$ cat src/common/lsio_pkg.sv
package lsio_pkg;

  localparam int unsigned AddrWidth = 12;
  localparam int unsigned PortWidth = 8;

  // Register byte addresses
  localparam logic [11:0] AddrP8Data = 12'h000;
  localparam logic [11:0] AddrP8Dir = 12'h004;
  localparam logic [11:0] AddrP9Data = 12'h008;
  localparam logic [11:0] AddrP9Dir = 12'h00C;
  localparam logic [11:0] AddrLcdCtrl = 12'h010;

  // Control register field positions
  localparam int unsigned SegSelLsb = 0;
  localparam int unsigned SegExtBit = 4;
  localparam int unsigned SegCtrlWidth = 5;

  // Reset values, and the value a direction register reads as
  localparam logic [7:0] PortDataReset = 8'h00;
  localparam logic [7:0] PortDirReset = 8'h00;
  localparam logic [4:0] LcdCtrlReset = 5'h00;
  localparam logic [7:0] DirReadValue = 8'hFF;

  // Segment numbering of the shared pins
  localparam int unsigned P8SegBase = 25;
  localparam int unsigned P9Seg6 = 39;
  localparam int unsigned P9Seg7 = 40;

  // Power modes of the chip
  typedef enum logic [2:0] {
    LSIO_ACTIVE = 3'b000,
    LSIO_SUBACTIVE = 3'b001,
    LSIO_SLEEP = 3'b010,
    LSIO_SUBSLEEP = 3'b011,
    LSIO_WATCH = 3'b100,
    LSIO_STANDBY = 3'b101
  } lsio_mode_type;

endpackage : lsio_pkg

$ cat src/hw/lsio_ports.sv
// Our own choices: the register offsets and register access over APB.
module lsio_ports
  import lsio_pkg::*;
#(
  parameter int unsigned Width = PortWidth
) (
  input wire logic ref_clk,
  input wire logic rst_n,
  input wire logic psel,
  input wire logic penable,
  input wire logic pwrite,
  input wire logic [AddrWidth-1:0] paddr,
  input wire logic [31:0] pwdata,
  output logic [31:0] prdata,
  output logic pready,
  output logic pslverr,
  input wire lsio_mode_type powerMode,
  input wire logic [Width-1:0] lcdSegEight,
  input wire logic lcdSegNine6,
  input wire logic lcdSegNine7,
  input wire logic lcdClockOne,
  input wire logic lcdClockTwo,
  input wire logic [Width-1:0] portEightIn,
  output logic [Width-1:0] portEightOut,
  output logic [Width-1:0] portEightOe_n,
  input wire logic [Width-1:0] portNineIn,
  output logic [Width-1:0] portNineOut,
  output logic [Width-1:0] portNineOe_n
);

  typedef struct packed {
    logic [Width-1:0] p8Data;
    logic [Width-1:0] p8Dir;
    logic [Width-1:0] p9Data;
    logic [Width-1:0] p9Dir;
    logic [SegCtrlWidth-1:0] lcdCtrl;
    logic [Width-1:0] p8Out;
    logic [Width-1:0] p8OeN;
    logic [Width-1:0] p9Out;
    logic [Width-1:0] p9OeN;
    logic [31:0] rdata;
    logic started;
  } lsio_state_type;

  lsio_state_type state_q;
  lsio_state_type state_d;

  logic [3:0] segSel;
  logic segExt;
  logic [Width-1:0] p8Gpio;
  logic [Width-1:0] p9Gpio;
  logic [Width-1:0] p8Pin;
  logic [Width-1:0] p9Pin;
  logic [Width-1:0] p8PinOe;
  logic [Width-1:0] p9PinOe;
  logic hiZ;
  logic holdPins;
  logic wrEn;
  logic rdEn;
  logic addrOk;

  // Read-back mix: stored data for outputs in I/O mode, live level for all other pins
  function automatic logic [Width-1:0] portRead(
    input logic [Width-1:0] dir,
    input logic [Width-1:0] data,
    input logic [Width-1:0] pins,
    input logic [Width-1:0] gpio
  );
    portRead = (dir & gpio & data) | (~(dir & gpio) & pins);
  endfunction : portRead

  assign segSel = state_q.lcdCtrl[SegSelLsb +: 4];
  assign segExt = state_q.lcdCtrl[SegExtBit];

  always_comb begin
    for (int i = 0; i < Width; i++) begin
      if (i >= 4) begin
        p8Gpio[i] = (segSel[3:1] == 3'b000);
      end else begin
        p8Gpio[i] = (segSel[3:1] == 3'b000) || (segSel == 4'b0010);
      end
      if (i >= 6) begin
        p9Gpio[i] = !segExt && (segSel == 4'b0000);
      end else begin
        p9Gpio[i] = (segSel == 4'b0000);
      end
    end
  end

  always_comb begin
    for (int i = 0; i < Width; i++) begin
      p8Pin[i] = p8Gpio[i] ? state_q.p8Data[i] : lcdSegEight[i];
      p8PinOe[i] = p8Gpio[i] ? state_q.p8Dir[i] : 1'b1;
      p9Pin[i] = state_q.p9Data[i];
      p9PinOe[i] = p9Gpio[i] ? state_q.p9Dir[i] : (i >= 6);
    end
    if (!p9Gpio[7]) begin
      p9Pin[7] = segExt ? lcdClockOne : lcdSegNine7;
    end
    if (!p9Gpio[6]) begin
      p9Pin[6] = segExt ? lcdClockTwo : lcdSegNine6;
    end
  end

  assign hiZ = (powerMode == LSIO_STANDBY) || !state_q.started;
  assign holdPins = (powerMode == LSIO_SLEEP) || (powerMode == LSIO_SUBSLEEP)
      || (powerMode == LSIO_WATCH);

  assign addrOk = (paddr == AddrP8Data) || (paddr == AddrP8Dir) || (paddr == AddrP9Data)
      || (paddr == AddrP9Dir) || (paddr == AddrLcdCtrl);
  assign wrEn = psel && penable && pwrite && addrOk;
  assign rdEn = psel && !penable && !pwrite;

  always_comb begin
    state_d = state_q;
    state_d.started = 1'b1;
    if (wrEn) begin
      unique case (paddr)
        AddrP8Data: state_d.p8Data = pwdata[Width-1:0];
        AddrP8Dir: state_d.p8Dir = pwdata[Width-1:0];
        AddrP9Data: state_d.p9Data = pwdata[Width-1:0];
        AddrP9Dir: state_d.p9Dir = pwdata[Width-1:0];
        AddrLcdCtrl: state_d.lcdCtrl = pwdata[SegCtrlWidth-1:0];
        default: state_d.p8Data = state_q.p8Data;
      endcase
    end
    if (rdEn) begin
      state_d.rdata = 32'h0000_0000;
      unique case (paddr)
        AddrP8Data: state_d.rdata[Width-1:0] =
            portRead(state_q.p8Dir, state_q.p8Data, portEightIn, p8Gpio);
        AddrP8Dir: state_d.rdata[Width-1:0] = DirReadValue;
        AddrP9Data: state_d.rdata[Width-1:0] =
            portRead(state_q.p9Dir, state_q.p9Data, portNineIn, p9Gpio);
        AddrP9Dir: state_d.rdata[Width-1:0] = DirReadValue;
        AddrLcdCtrl: state_d.rdata[SegCtrlWidth-1:0] = state_q.lcdCtrl;
        default: state_d.rdata = 32'h0000_0000;
      endcase
    end
    if (hiZ) begin
      state_d.p8OeN = '1;
      state_d.p9OeN = '1;
      state_d.p8Out = '0;
      state_d.p9Out = '0;
    end else if (!holdPins) begin
      state_d.p8Out = p8Pin;
      state_d.p9Out = p9Pin;
      state_d.p8OeN = ~p8PinOe;
      state_d.p9OeN = ~p9PinOe;
    end
  end

  always_ff @(posedge ref_clk) begin
    if (!rst_n) begin
      state_q.p8Data <= PortDataReset;
      state_q.p8Dir <= PortDirReset;
      state_q.p9Data <= PortDataReset;
      state_q.p9Dir <= PortDirReset;
      state_q.lcdCtrl <= LcdCtrlReset;
      state_q.p8Out <= '0;
      state_q.p9Out <= '0;
      state_q.p8OeN <= '1;
      state_q.p9OeN <= '1;
      state_q.rdata <= 32'h0000_0000;
      state_q.started <= 1'b0;
    end else begin
      state_q <= state_d;
    end
  end

  assign prdata = state_q.rdata;
  assign pready = 1'b1;
  assign pslverr = psel && penable && !addrOk;
  assign portEightOut = state_q.p8Out;
  assign portEightOe_n = state_q.p8OeN;
  assign portNineOut = state_q.p9Out;
  assign portNineOe_n = state_q.p9OeN;

  chk_dir_reads_ones: assert property (@(posedge ref_clk) disable iff (!rst_n)
      psel && !penable && !pwrite && paddr == AddrP9Dir |=> prdata[7:0] == 8'hFF)
    else $error("direction read not all ones");

  chk_p9_reset_zero: assert property (@(posedge ref_clk)
      !rst_n |=> state_q.p9Dir == 8'h00 && state_q.p9Data == 8'h00)
    else $error("port nine registers not cleared");

  chk_reset_hiz: assert property (@(posedge ref_clk)
      !rst_n |=> portEightOe_n == 8'hFF && portNineOe_n == 8'hFF)
    else $error("pins driven during reset");

  chk_standby_hiz: assert property (@(posedge ref_clk) disable iff (!rst_n)
      powerMode == LSIO_STANDBY |=> portNineOe_n == 8'hFF && portEightOe_n == 8'hFF)
    else $error("pins driven in standby");

  chk_sleep_hold: assert property (@(posedge ref_clk) disable iff (!rst_n)
      holdPins && $past(holdPins) && !$past(hiZ) |=> $stable(portNineOut) && $stable(portNineOe_n))
    else $error("pins changed while held");

  chk_p8_high_seg: assert property (@(posedge ref_clk) disable iff (!rst_n)
      segSel == 4'b0010 && !hiZ && !holdPins |=> portEightOe_n[7:4] == 4'h0)
    else $error("port eight high pins not segment");

  chk_p8_low_gpio: assert property (@(posedge ref_clk) disable iff (!rst_n)
      segSel == 4'b0010 && !hiZ && !holdPins |=> portEightOe_n[3:0] == ~$past(state_q.p8Dir[3:0]))
    else $error("port eight low pins not I/O");

  chk_clock_one: assert property (@(posedge ref_clk) disable iff (!rst_n)
      segExt && !hiZ && !holdPins |=> portNineOut[7] == $past(lcdClockOne) && !portNineOe_n[7])
    else $error("clock one not on pin");

  chk_p9_read: assert property (@(posedge ref_clk) disable iff (!rst_n)
      rdEn && paddr == AddrP9Data && segSel == 4'b0000 && state_q.p9Dir == 8'h00
      |=> prdata[7:0] == $past(portNineIn))
    else $error("input pins not read back");

  chk_p8_high_gpio: assert property (@(posedge ref_clk) disable iff (!rst_n)
      segSel[3:1] == 3'b000 && !hiZ && !holdPins
      |=> portEightOe_n[7:4] == ~$past(state_q.p8Dir[7:4]))
    else $error("port eight high pins not I/O");

  chk_p8_high_data: assert property (@(posedge ref_clk) disable iff (!rst_n)
      segSel[3:1] == 3'b000 && !hiZ && !holdPins
      |=> portEightOut[7:4] == $past(state_q.p8Data[7:4]))
    else $error("port eight high pins lost data");

  chk_p8_high_segment: assert property (@(posedge ref_clk) disable iff (!rst_n)
      segSel[3:1] != 3'b000 && !hiZ && !holdPins
      |=> portEightOe_n[7:4] == 4'h0 && portEightOut[7:4] == $past(lcdSegEight[7:4]))
    else $error("port eight high pins miss segment");

  chk_p8_low_segment: assert property (@(posedge ref_clk) disable iff (!rst_n)
      segSel[3:1] != 3'b000 && segSel != 4'b0010 && !hiZ && !holdPins
      |=> portEightOe_n[3:0] == 4'h0 && portEightOut[3:0] == $past(lcdSegEight[3:0]))
    else $error("port eight low pins miss segment");

  chk_p8_low_data: assert property (@(posedge ref_clk) disable iff (!rst_n)
      (segSel[3:1] == 3'b000 || segSel == 4'b0010) && !hiZ && !holdPins
      |=> portEightOut[3:0] == $past(state_q.p8Data[3:0]))
    else $error("port eight low pins lost data");

  chk_p8_standby: assert property (@(posedge ref_clk) disable iff (!rst_n)
      powerMode == LSIO_STANDBY
      |=> portEightOe_n == 8'hFF)
    else $error("port eight driven in standby");

  chk_p8_hold: assert property (@(posedge ref_clk) disable iff (!rst_n)
      holdPins && !hiZ
      |=> $stable(portEightOut) && $stable(portEightOe_n))
    else $error("port eight changed while held");

  chk_p8_functional: assert property (@(posedge ref_clk) disable iff (!rst_n)
      (powerMode == LSIO_ACTIVE || powerMode == LSIO_SUBACTIVE) && state_q.started
      && segSel[3:1] == 3'b000 |=> portEightOe_n == ~$past(state_q.p8Dir))
    else $error("port eight not functional");

  chk_p9_functional: assert property (@(posedge ref_clk) disable iff (!rst_n)
      (powerMode == LSIO_ACTIVE || powerMode == LSIO_SUBACTIVE) && state_q.started
      && segSel == 4'b0000 && !segExt |=> portNineOut == $past(state_q.p9Data))
    else $error("port nine not functional");

  chk_p9_data_write: assert property (@(posedge ref_clk) disable iff (!rst_n)
      wrEn && paddr == AddrP9Data
      |=> state_q.p9Data == $past(pwdata[7:0]))
    else $error("port nine data write lost");

  chk_p9_stored_read: assert property (@(posedge ref_clk) disable iff (!rst_n)
      rdEn && paddr == AddrP9Data && segSel == 4'b0000 && !segExt && state_q.p9Dir == 8'hFF
      |=> prdata[7:0] == $past(state_q.p9Data))
    else $error("output pins not read from register");

  chk_p9_dir_write: assert property (@(posedge ref_clk) disable iff (!rst_n)
      wrEn && paddr == AddrP9Dir
      |=> state_q.p9Dir == $past(pwdata[7:0]))
    else $error("port nine direction write lost");

  chk_p9_output_en: assert property (@(posedge ref_clk) disable iff (!rst_n)
      segSel == 4'b0000 && !segExt && !hiZ && !holdPins
      |=> portNineOe_n == ~$past(state_q.p9Dir))
    else $error("port nine driver not per direction");

  chk_p9_alt_off: assert property (@(posedge ref_clk) disable iff (!rst_n)
      segSel != 4'b0000 && !hiZ && !holdPins
      |=> portNineOe_n[5:0] == 6'h3F)
    else $error("port nine low pins driven outside I/O");

  chk_p9_alt_pins: assert property (@(posedge ref_clk) disable iff (!rst_n)
      (segSel != 4'b0000 || segExt) && !hiZ && !holdPins
      |=> portNineOe_n[7:6] == 2'h0)
    else $error("port nine high pins not driven");

  chk_p8_dir_ones: assert property (@(posedge ref_clk) disable iff (!rst_n)
      rdEn && paddr == AddrP8Dir
      |=> prdata[7:0] == 8'hFF)
    else $error("port eight direction read not all ones");

  chk_dir_reset_inputs: assert property (@(posedge ref_clk)
      $rose(rst_n)
      |-> state_q.p9Dir == 8'h00 && portNineOe_n == 8'hFF)
    else $error("port nine not inputs after reset");

  chk_p97_segment: assert property (@(posedge ref_clk) disable iff (!rst_n)
      !segExt && segSel != 4'b0000 && !hiZ && !holdPins
      |=> portNineOut[7] == $past(lcdSegNine7) && !portNineOe_n[7])
    else $error("segment forty not on pin");

  chk_p97_gpio: assert property (@(posedge ref_clk) disable iff (!rst_n)
      !segExt && segSel == 4'b0000 && !hiZ && !holdPins
      |=> portNineOe_n[7] == !$past(state_q.p9Dir[7]) && portNineOut[7] == $past(state_q.p9Data[7]))
    else $error("pin seven not I/O");

  chk_p96_segment: assert property (@(posedge ref_clk) disable iff (!rst_n)
      !segExt && segSel != 4'b0000 && !hiZ && !holdPins
      |=> portNineOut[6] == $past(lcdSegNine6) && !portNineOe_n[6])
    else $error("segment thirty-nine not on pin");

  chk_clock_two: assert property (@(posedge ref_clk) disable iff (!rst_n)
      segExt && !hiZ && !holdPins
      |=> portNineOut[6] == $past(lcdClockTwo) && !portNineOe_n[6])
    else $error("clock two not on pin");

  chk_p96_gpio: assert property (@(posedge ref_clk) disable iff (!rst_n)
      !segExt && segSel == 4'b0000 && !hiZ && !holdPins
      |=> portNineOe_n[6] == !$past(state_q.p9Dir[6]) && portNineOut[6] == $past(state_q.p9Data[6]))
    else $error("pin six not I/O");

  chk_p9_drive_data: assert property (@(posedge ref_clk) disable iff (!rst_n)
      segSel == 4'b0000 && !hiZ && !holdPins
      |=> portNineOut[5:0] == $past(state_q.p9Data[5:0]))
    else $error("port nine data not on pins");

  chk_p9_drive_dir: assert property (@(posedge ref_clk) disable iff (!rst_n)
      segSel == 4'b0000 && !segExt && !hiZ && !holdPins
      |=> (~portNineOe_n & ~$past(state_q.p9Dir)) == 8'h00)
    else $error("input pin driven");

  chk_unmapped_err: assert property (@(posedge ref_clk) disable iff (!rst_n)
      psel && penable && paddr == 12'h01C
      |-> pslverr && pready)
    else $error("unmapped access not flagged");

endmodule : lsio_ports

$ cat config.mk
export PLATFORM = sky130hd
export DESIGN_NAME = lsio_ports
export DESIGN_NICKNAME = d
export VERILOG_FILES = /design/src/common/lsio_pkg.sv /design/src/hw/lsio_ports.sv
export SDC_FILE = /design/constraint.sdc
export NUM_CORES = 1
export LEC_CHECK = 0
export BUFFER_PORTS_ARGS = -buffer_cell sky130_fd_sc_hd__buf_4
export CAP_MARGIN = 15
export CORE_MARGIN = 2
export CORE_UTILIZATION = 45
export CTS_CLUSTER_DIAMETER = 200
export DETAILED_ROUTE_END_ITERATION = 10
export PLACE_DENSITY = 0.78
export SLEW_MARGIN = 20
export SYNTH_ARGS = -nofsm -noshare
export SYNTH_HDL_FRONTEND = slang
export SYNTH_SLANG_ARGS = --single-unit
export TNS_END_PERCENT = 20
$ cat constraint.sdc
create_clock -name ref_clk -period 4.5 [get_ports ref_clk]
set_clock_uncertainty 0.15 [all_clocks]
set_input_delay 0.9 -clock ref_clk [delete_from_list [all_inputs] [get_ports ref_clk]]
set_output_delay 0.9 -clock ref_clk [all_outputs]
set_load 0.02 [all_outputs]
-- Word-level counts from Yosys, hierarchy flattened
Index checks and enable logic that the tools add are counted.
W data, S select, Z words.
- equal/unequal tests: 9
- muxes and demuxes: 31
- bitwise gates (word level): 13
- reductions and logical operators: 30
- operators with widths (cell ; count):
    $and A8 B8 Y8 ; 6
    $not A8 Y8 ; 4
    $mux W1 ; 29
    $eq A12 B4 Y1 const B ; 2
    $pmux W5 S4 ; 1
    $or A8 B8 Y8 ; 2
    $eq A12 B3 Y1 const B ; 1
    $eq A12 B5 Y1 const B ; 1
    $logic_not A12 Y1 ; 1
    $reduce_and A2 Y1 ; 5
    $pmux W3 S3 ; 1
    $logic_or A1 B1 Y1 ; 8
    $logic_and A1 B1 Y1 ; 7
    $eq A3 B2 Y1 const B ; 2
    $eq A3 B3 Y1 const B ; 2
    $logic_not A1 Y1 ; 5
    $eq A4 B2 Y1 const B ; 1
    $logic_not A4 Y1 ; 1
    $reduce_or A2 Y1 ; 2
    $logic_not A3 Y1 ; 1
    $not A1 Y1 ; 1
- flip-flop bits (word level): 78
- bits of input ports: 80
- word-level logic and storage cells: 94

-- Longest topological paths before layout
- word-level depth: 7
- depth in mapped cells: 7
- depth with buffers taken out: 5

-- Worst setup path before layout
OpenSTA, ideal clock, no wires.
- path type: in2out
- from: input paddr[2]
- to: output pslverr
- arrival: 1.701 ns
- data required time: 3.450 ns
- slack: 1.749 ns
- cell stages on the path: 3
- buffers on the path: 1
- cell sequence: clkbuf_1 -> o21ai_0 -> a41oi_1
- longest elaborated chain between the ends: 7
- RTL lines (element ; RTL line ; source):
    start: declaration ; lsio_ports.sv:12 ; input wire logic [AddrWidth-1:0] paddr,
    $eq A12 B3 Y1 or $logic_not A12 Y1 (tied branches) ; lsio_ports.sv:109 ; assign addrOk = (paddr == AddrP8Data) || (paddr == AddrP8Dir) || (paddr == AddrP9Data)
    $logic_or A1 B1 Y1 (2 in series) ; lsio_ports.sv:109 ;
    $logic_or A1 B1 Y1 ; lsio_ports.sv:110 ; || (paddr == AddrP9Dir) || (paddr == AddrLcdCtrl);
    $logic_or A1 B1 Y1 (*) ; lsio_ports.sv:110 ;
    $logic_not A1 Y1 (*) ; lsio_ports.sv:173 ; assign pslverr = psel && penable && !addrOk;
    $logic_and A1 B1 Y1 (*) ; lsio_ports.sv:173 ;
    end: declaration ; lsio_ports.sv:16 ; output logic pslverr,
Mark *: on every way between the ends. The rest lies on a longest branch, timed or not.

-- Final worst setup path
- from: input paddr[9]
- to: register state_q, in the netlist p9Pin[3]
- longest elaborated chain between the ends: 7
- RTL lines (element ; RTL line ; source):
    $eq A12 B3 Y1 or $logic_not A12 Y1 (tied branches) ; lsio_ports.sv:109 ;
    $logic_or A1 B1 Y1 (2 in series) ; lsio_ports.sv:109 ;
    $logic_or A1 B1 Y1 (2 in series) ; lsio_ports.sv:110 ;
    $logic_and A1 B1 Y1 ; lsio_ports.sv:111 ; assign wrEn = psel && penable && pwrite && addrOk;
    $reduce_and A2 Y1 (no line) (*) ; - ;
    end signal: assignment ; lsio_ports.sv:167 ; state_q <= state_d;
    end: declaration ; lsio_ports.sv:45 ; lsio_state_type state_q;
Marks and branches as above.
A chain may end at the register's enable or synchronous reset.

==> results.json <==
{
  "drc": 0,
  "clk_latency_ps": 340,
  "synth_fa_ha_area_share_pct": 0,
  "grt_use_total_pct": 19.7,
  "clkPwrFrac_pct": 39.1,
  "ioPinCount": 146,
  "min_period_ps": 2860,
  "min_from": "portNineOut[4]",
  "row_count": 34,
  "synth_edf_count": 0,
  "cts_tree": "built",
  "async_reset_ff_share_pct": 0,
  "root_buffer": "clkbuf_8",
  "die_area_um2": 9540,
  "yosys_warnings": 0,
  "cts_resized": 0,
  "synth_mux_area_share_pct": 11.9,
  "post_cts_buffers": 0,
  "r2r-start": "segSel[1]",
  "critPathMaxFanout": 12,
  "worstSetupStartpointType": "input pin",
  "grt_max_degree": 49,
  "final_core_utilization_pct": 53.0,
  "synth_area_um2": 3950,
  "cts_buffer_depth": 2,
  "min_path_type": "reg2reg",
  "cts_made_buffers": 9,
  "ys_ff_latch": 78,
  "pwr-share-seq_pct": 49.5,
  "antenna_found_initial": 0,
  "dr.pass1.iters": 4,
  "p_comb_share_pct": 11.4,
  "synth_cell_types": 43,
  "synth_compound_area_share_pct": 12.3,
  "hold_violations": 0,
  "crit_start": "paddr[9]",
  "drv_slew": 0,
  "cap_violations": 0,
  "dr.first_iter.drc_count": 176,
  "core_um2": 8590,
  "ir_drop_v": 0.000165,
  "critPathCaptureType": "register",
  "tightest_slew_ps": 943,
  "seq_area_um2": 1560,
  "final_layout_size_suffix_gt1_share_pct": 24.2,
  "worstSetupPathType": "in2reg",
  "grt_pass1_wl_um": 15200,
  "min_period_over_period_pct": 63.6,
  "wire_per_inst_um": 15.7,
  "die_w_um": 97.7,
  "p_sw_mw": 0.342,
  "setup_viol": 0,
  "grt_remaining_overflow": 0,
  "hold_buffers": 0,
  "max_freq_mhz": 350,
  "fp.dieH_um": 97.7,
  "syn_to_final_growth_pct": 15.4,
  "ant_nets": 0,
  "diodes": 0,
  "clkSinkCount": 78,
  "leakagePower_nw": 2.00,
  "synth_cells": 449,
  "nets": 574,
  "status": "completed",
  "via_per_inst": 5.30,
  "initial_core_util_pct": 46.0,
  "multi_input_comb_area_um2": 1890,
  "num-fill-cells": 766,
  "synthSimpleGateAreaFrac_pct": 21.1,
  "h-tree-depth": 3,
  "syn_avg_cell_area_um2": 8.79,
  "synth-xor-area-share_pct": 0,
  "vias": 3219,
  "io_buffer_count": 96,
  "power.total_mw": 1.43,
  "slew_headroom_pct": 37.2,
  "seq_area_frac_synth_pct": 39.5,
  "intPower_mw": 1.08,
  "grt_setup_unrepaired": "no",
  "power-per-cell-area_nw_per_um2": 313,
  "crit_arrival_ps": 2950,
  "hpwl_um": 7180,
  "synth_top_family_by_area": "simple AND/OR/NAND/NOR gates",
  "ys.flop_type": "dfxtp_1",
  "holdWs_ps": 307,
  "tns_ps": 0,
  "swShare_pct": 24.0,
  "crit_required_ps": 4590,
  "totalWireLength_um": 9510,
  "clk_pin_slew_ps": 80,
  "gp_congestion": 0.844,
  "grt_pass1_vias": 3122
}
worst max-delay path, stage by stage:
cell     delay, ps
buf_4          110
or4_4          550
nor4_2         250
buf_4          240
and3_1         550
mux2i_1        280
nor2b_1         70
stage by stage:
step                      cell area, um2  std cells  setup slack [ps]
after floorplan                     4040        472              1750
after global placement              4330        591              1350
after detailed placement            4330        591              1270
after CTS                           4550        607              1630
after global routing                4560        607              1490
final                               4560        607              1640
final timing paths:
path	endpoint	slack, ps	cells past startpoint
setup reg to reg	prdata[2]	2300	5
setup / recovery	p9Pin[3]	1640	7
hold / removal	portNineOut[4]	310	2
hold reg to reg	portNineOut[4]	310	2
area by class of cell:
| cell class | count | share of cell area (%) |
|---|---|---|
| well taps | 108 | 2.96 |
| flip-flops and latches | 78 | 34.3 |
| inverters | 1 | 0.0823 |
| clock buffers | 14 | 4.01 |
| multi-input cells | 305 | 41.6 |
| repair buffers | 99 | 16.3 |
| clock inverters | 2 | 0.823 |
synthesized netlist by cell type, drive strengths merged, types with 3 or more instances:
| master | number | area share (%) |
|---|---|---|
| o221a | 7 | 2.0 |
| nand3b | 4 | 0.76 |
| nand2b | 3 | 0.48 |
| a21oi | 11 | 1.4 |
| mux2i | 47 | 12 |
| nor2b | 29 | 4.6 |
| nand3 | 17 | 2.5 |
| nor2 | 12 | 1.1 |
| dfxtp | 78 | 40 |
| clkbuf | 18 | 1.7 |
| a21boi | 8 | 1.5 |
| nor4 | 4 | 1.2 |
| a311oi | 8 | 1.8 |
| nand2 | 83 | 7.9 |
| o21ai | 17 | 2.2 |
| buf | 70 | 13 |
| o311ai | 8 | 1.8 |
routing by layer:
metal | GRT usage [%] | part of all wire [%] | vias up | wire (um)
met5 | 0 | 0 | - | 0
met4 | 9.94 | 3.5 | 0 | 336
met3 | 4.39 | 7.4 | 28 | 707
met2 | 33.3 | 49 | 127 | 4640
met1 | 23.6 | 40 | 1514 | 3830
li1 | - | - | 1550 | -
cell usage in the layout, fill, tap and decap left out, types with 2 or more instances in the layout:
master and count:
a21boi_1 8, a21oi_1 11, a311oi_1 8, and3_1 2
buf_4 99, clkbuf_8 13, conb_1 25, dfxtp_1 78
mux2i_1 47, nand2_1 83, nand2b_1 3, nand3_1 16
nand3b_1 4, nor2_1 12, nor2b_1 29, nor3_1 2
nor4_1 2, o21ai_0 11, o21ai_1 5, o221a_1 7
o311ai_0 8, o31ai_1 2, or3_1 2
power groups by stage:
stage	combinational, mW	clock (mW)	sequential (mW)
6_report	0.162	0.558	0.706
5_1_grt	0.174	0.593	0.707
4_1_cts	0.161	0.562	0.706
3_5_place_dp	0.160	0	0.722
3_3_place_gp	0.158	0	0.722
2_1_floorplan	0.115	0	0.720
registers in the layout, indices dropped and copies added (netlist names):
register / flops
state_q: 27
prdata: 8
portNineOut: 8
segExt: 1
portEightOut: 8
portEightOe_n: 8
portNineOe_n: 8
segSel: 4
p9Pin: 6
cell families after synthesis:
logic type | count (synthesis)
AND/OR/NAND/NOR | 166
buffers and inverters | 89
flip-flops | 78
AO/OA/AOI/OAI | 67
multiplexers | 47
other | 2
(Power assumes the default switching activity.)
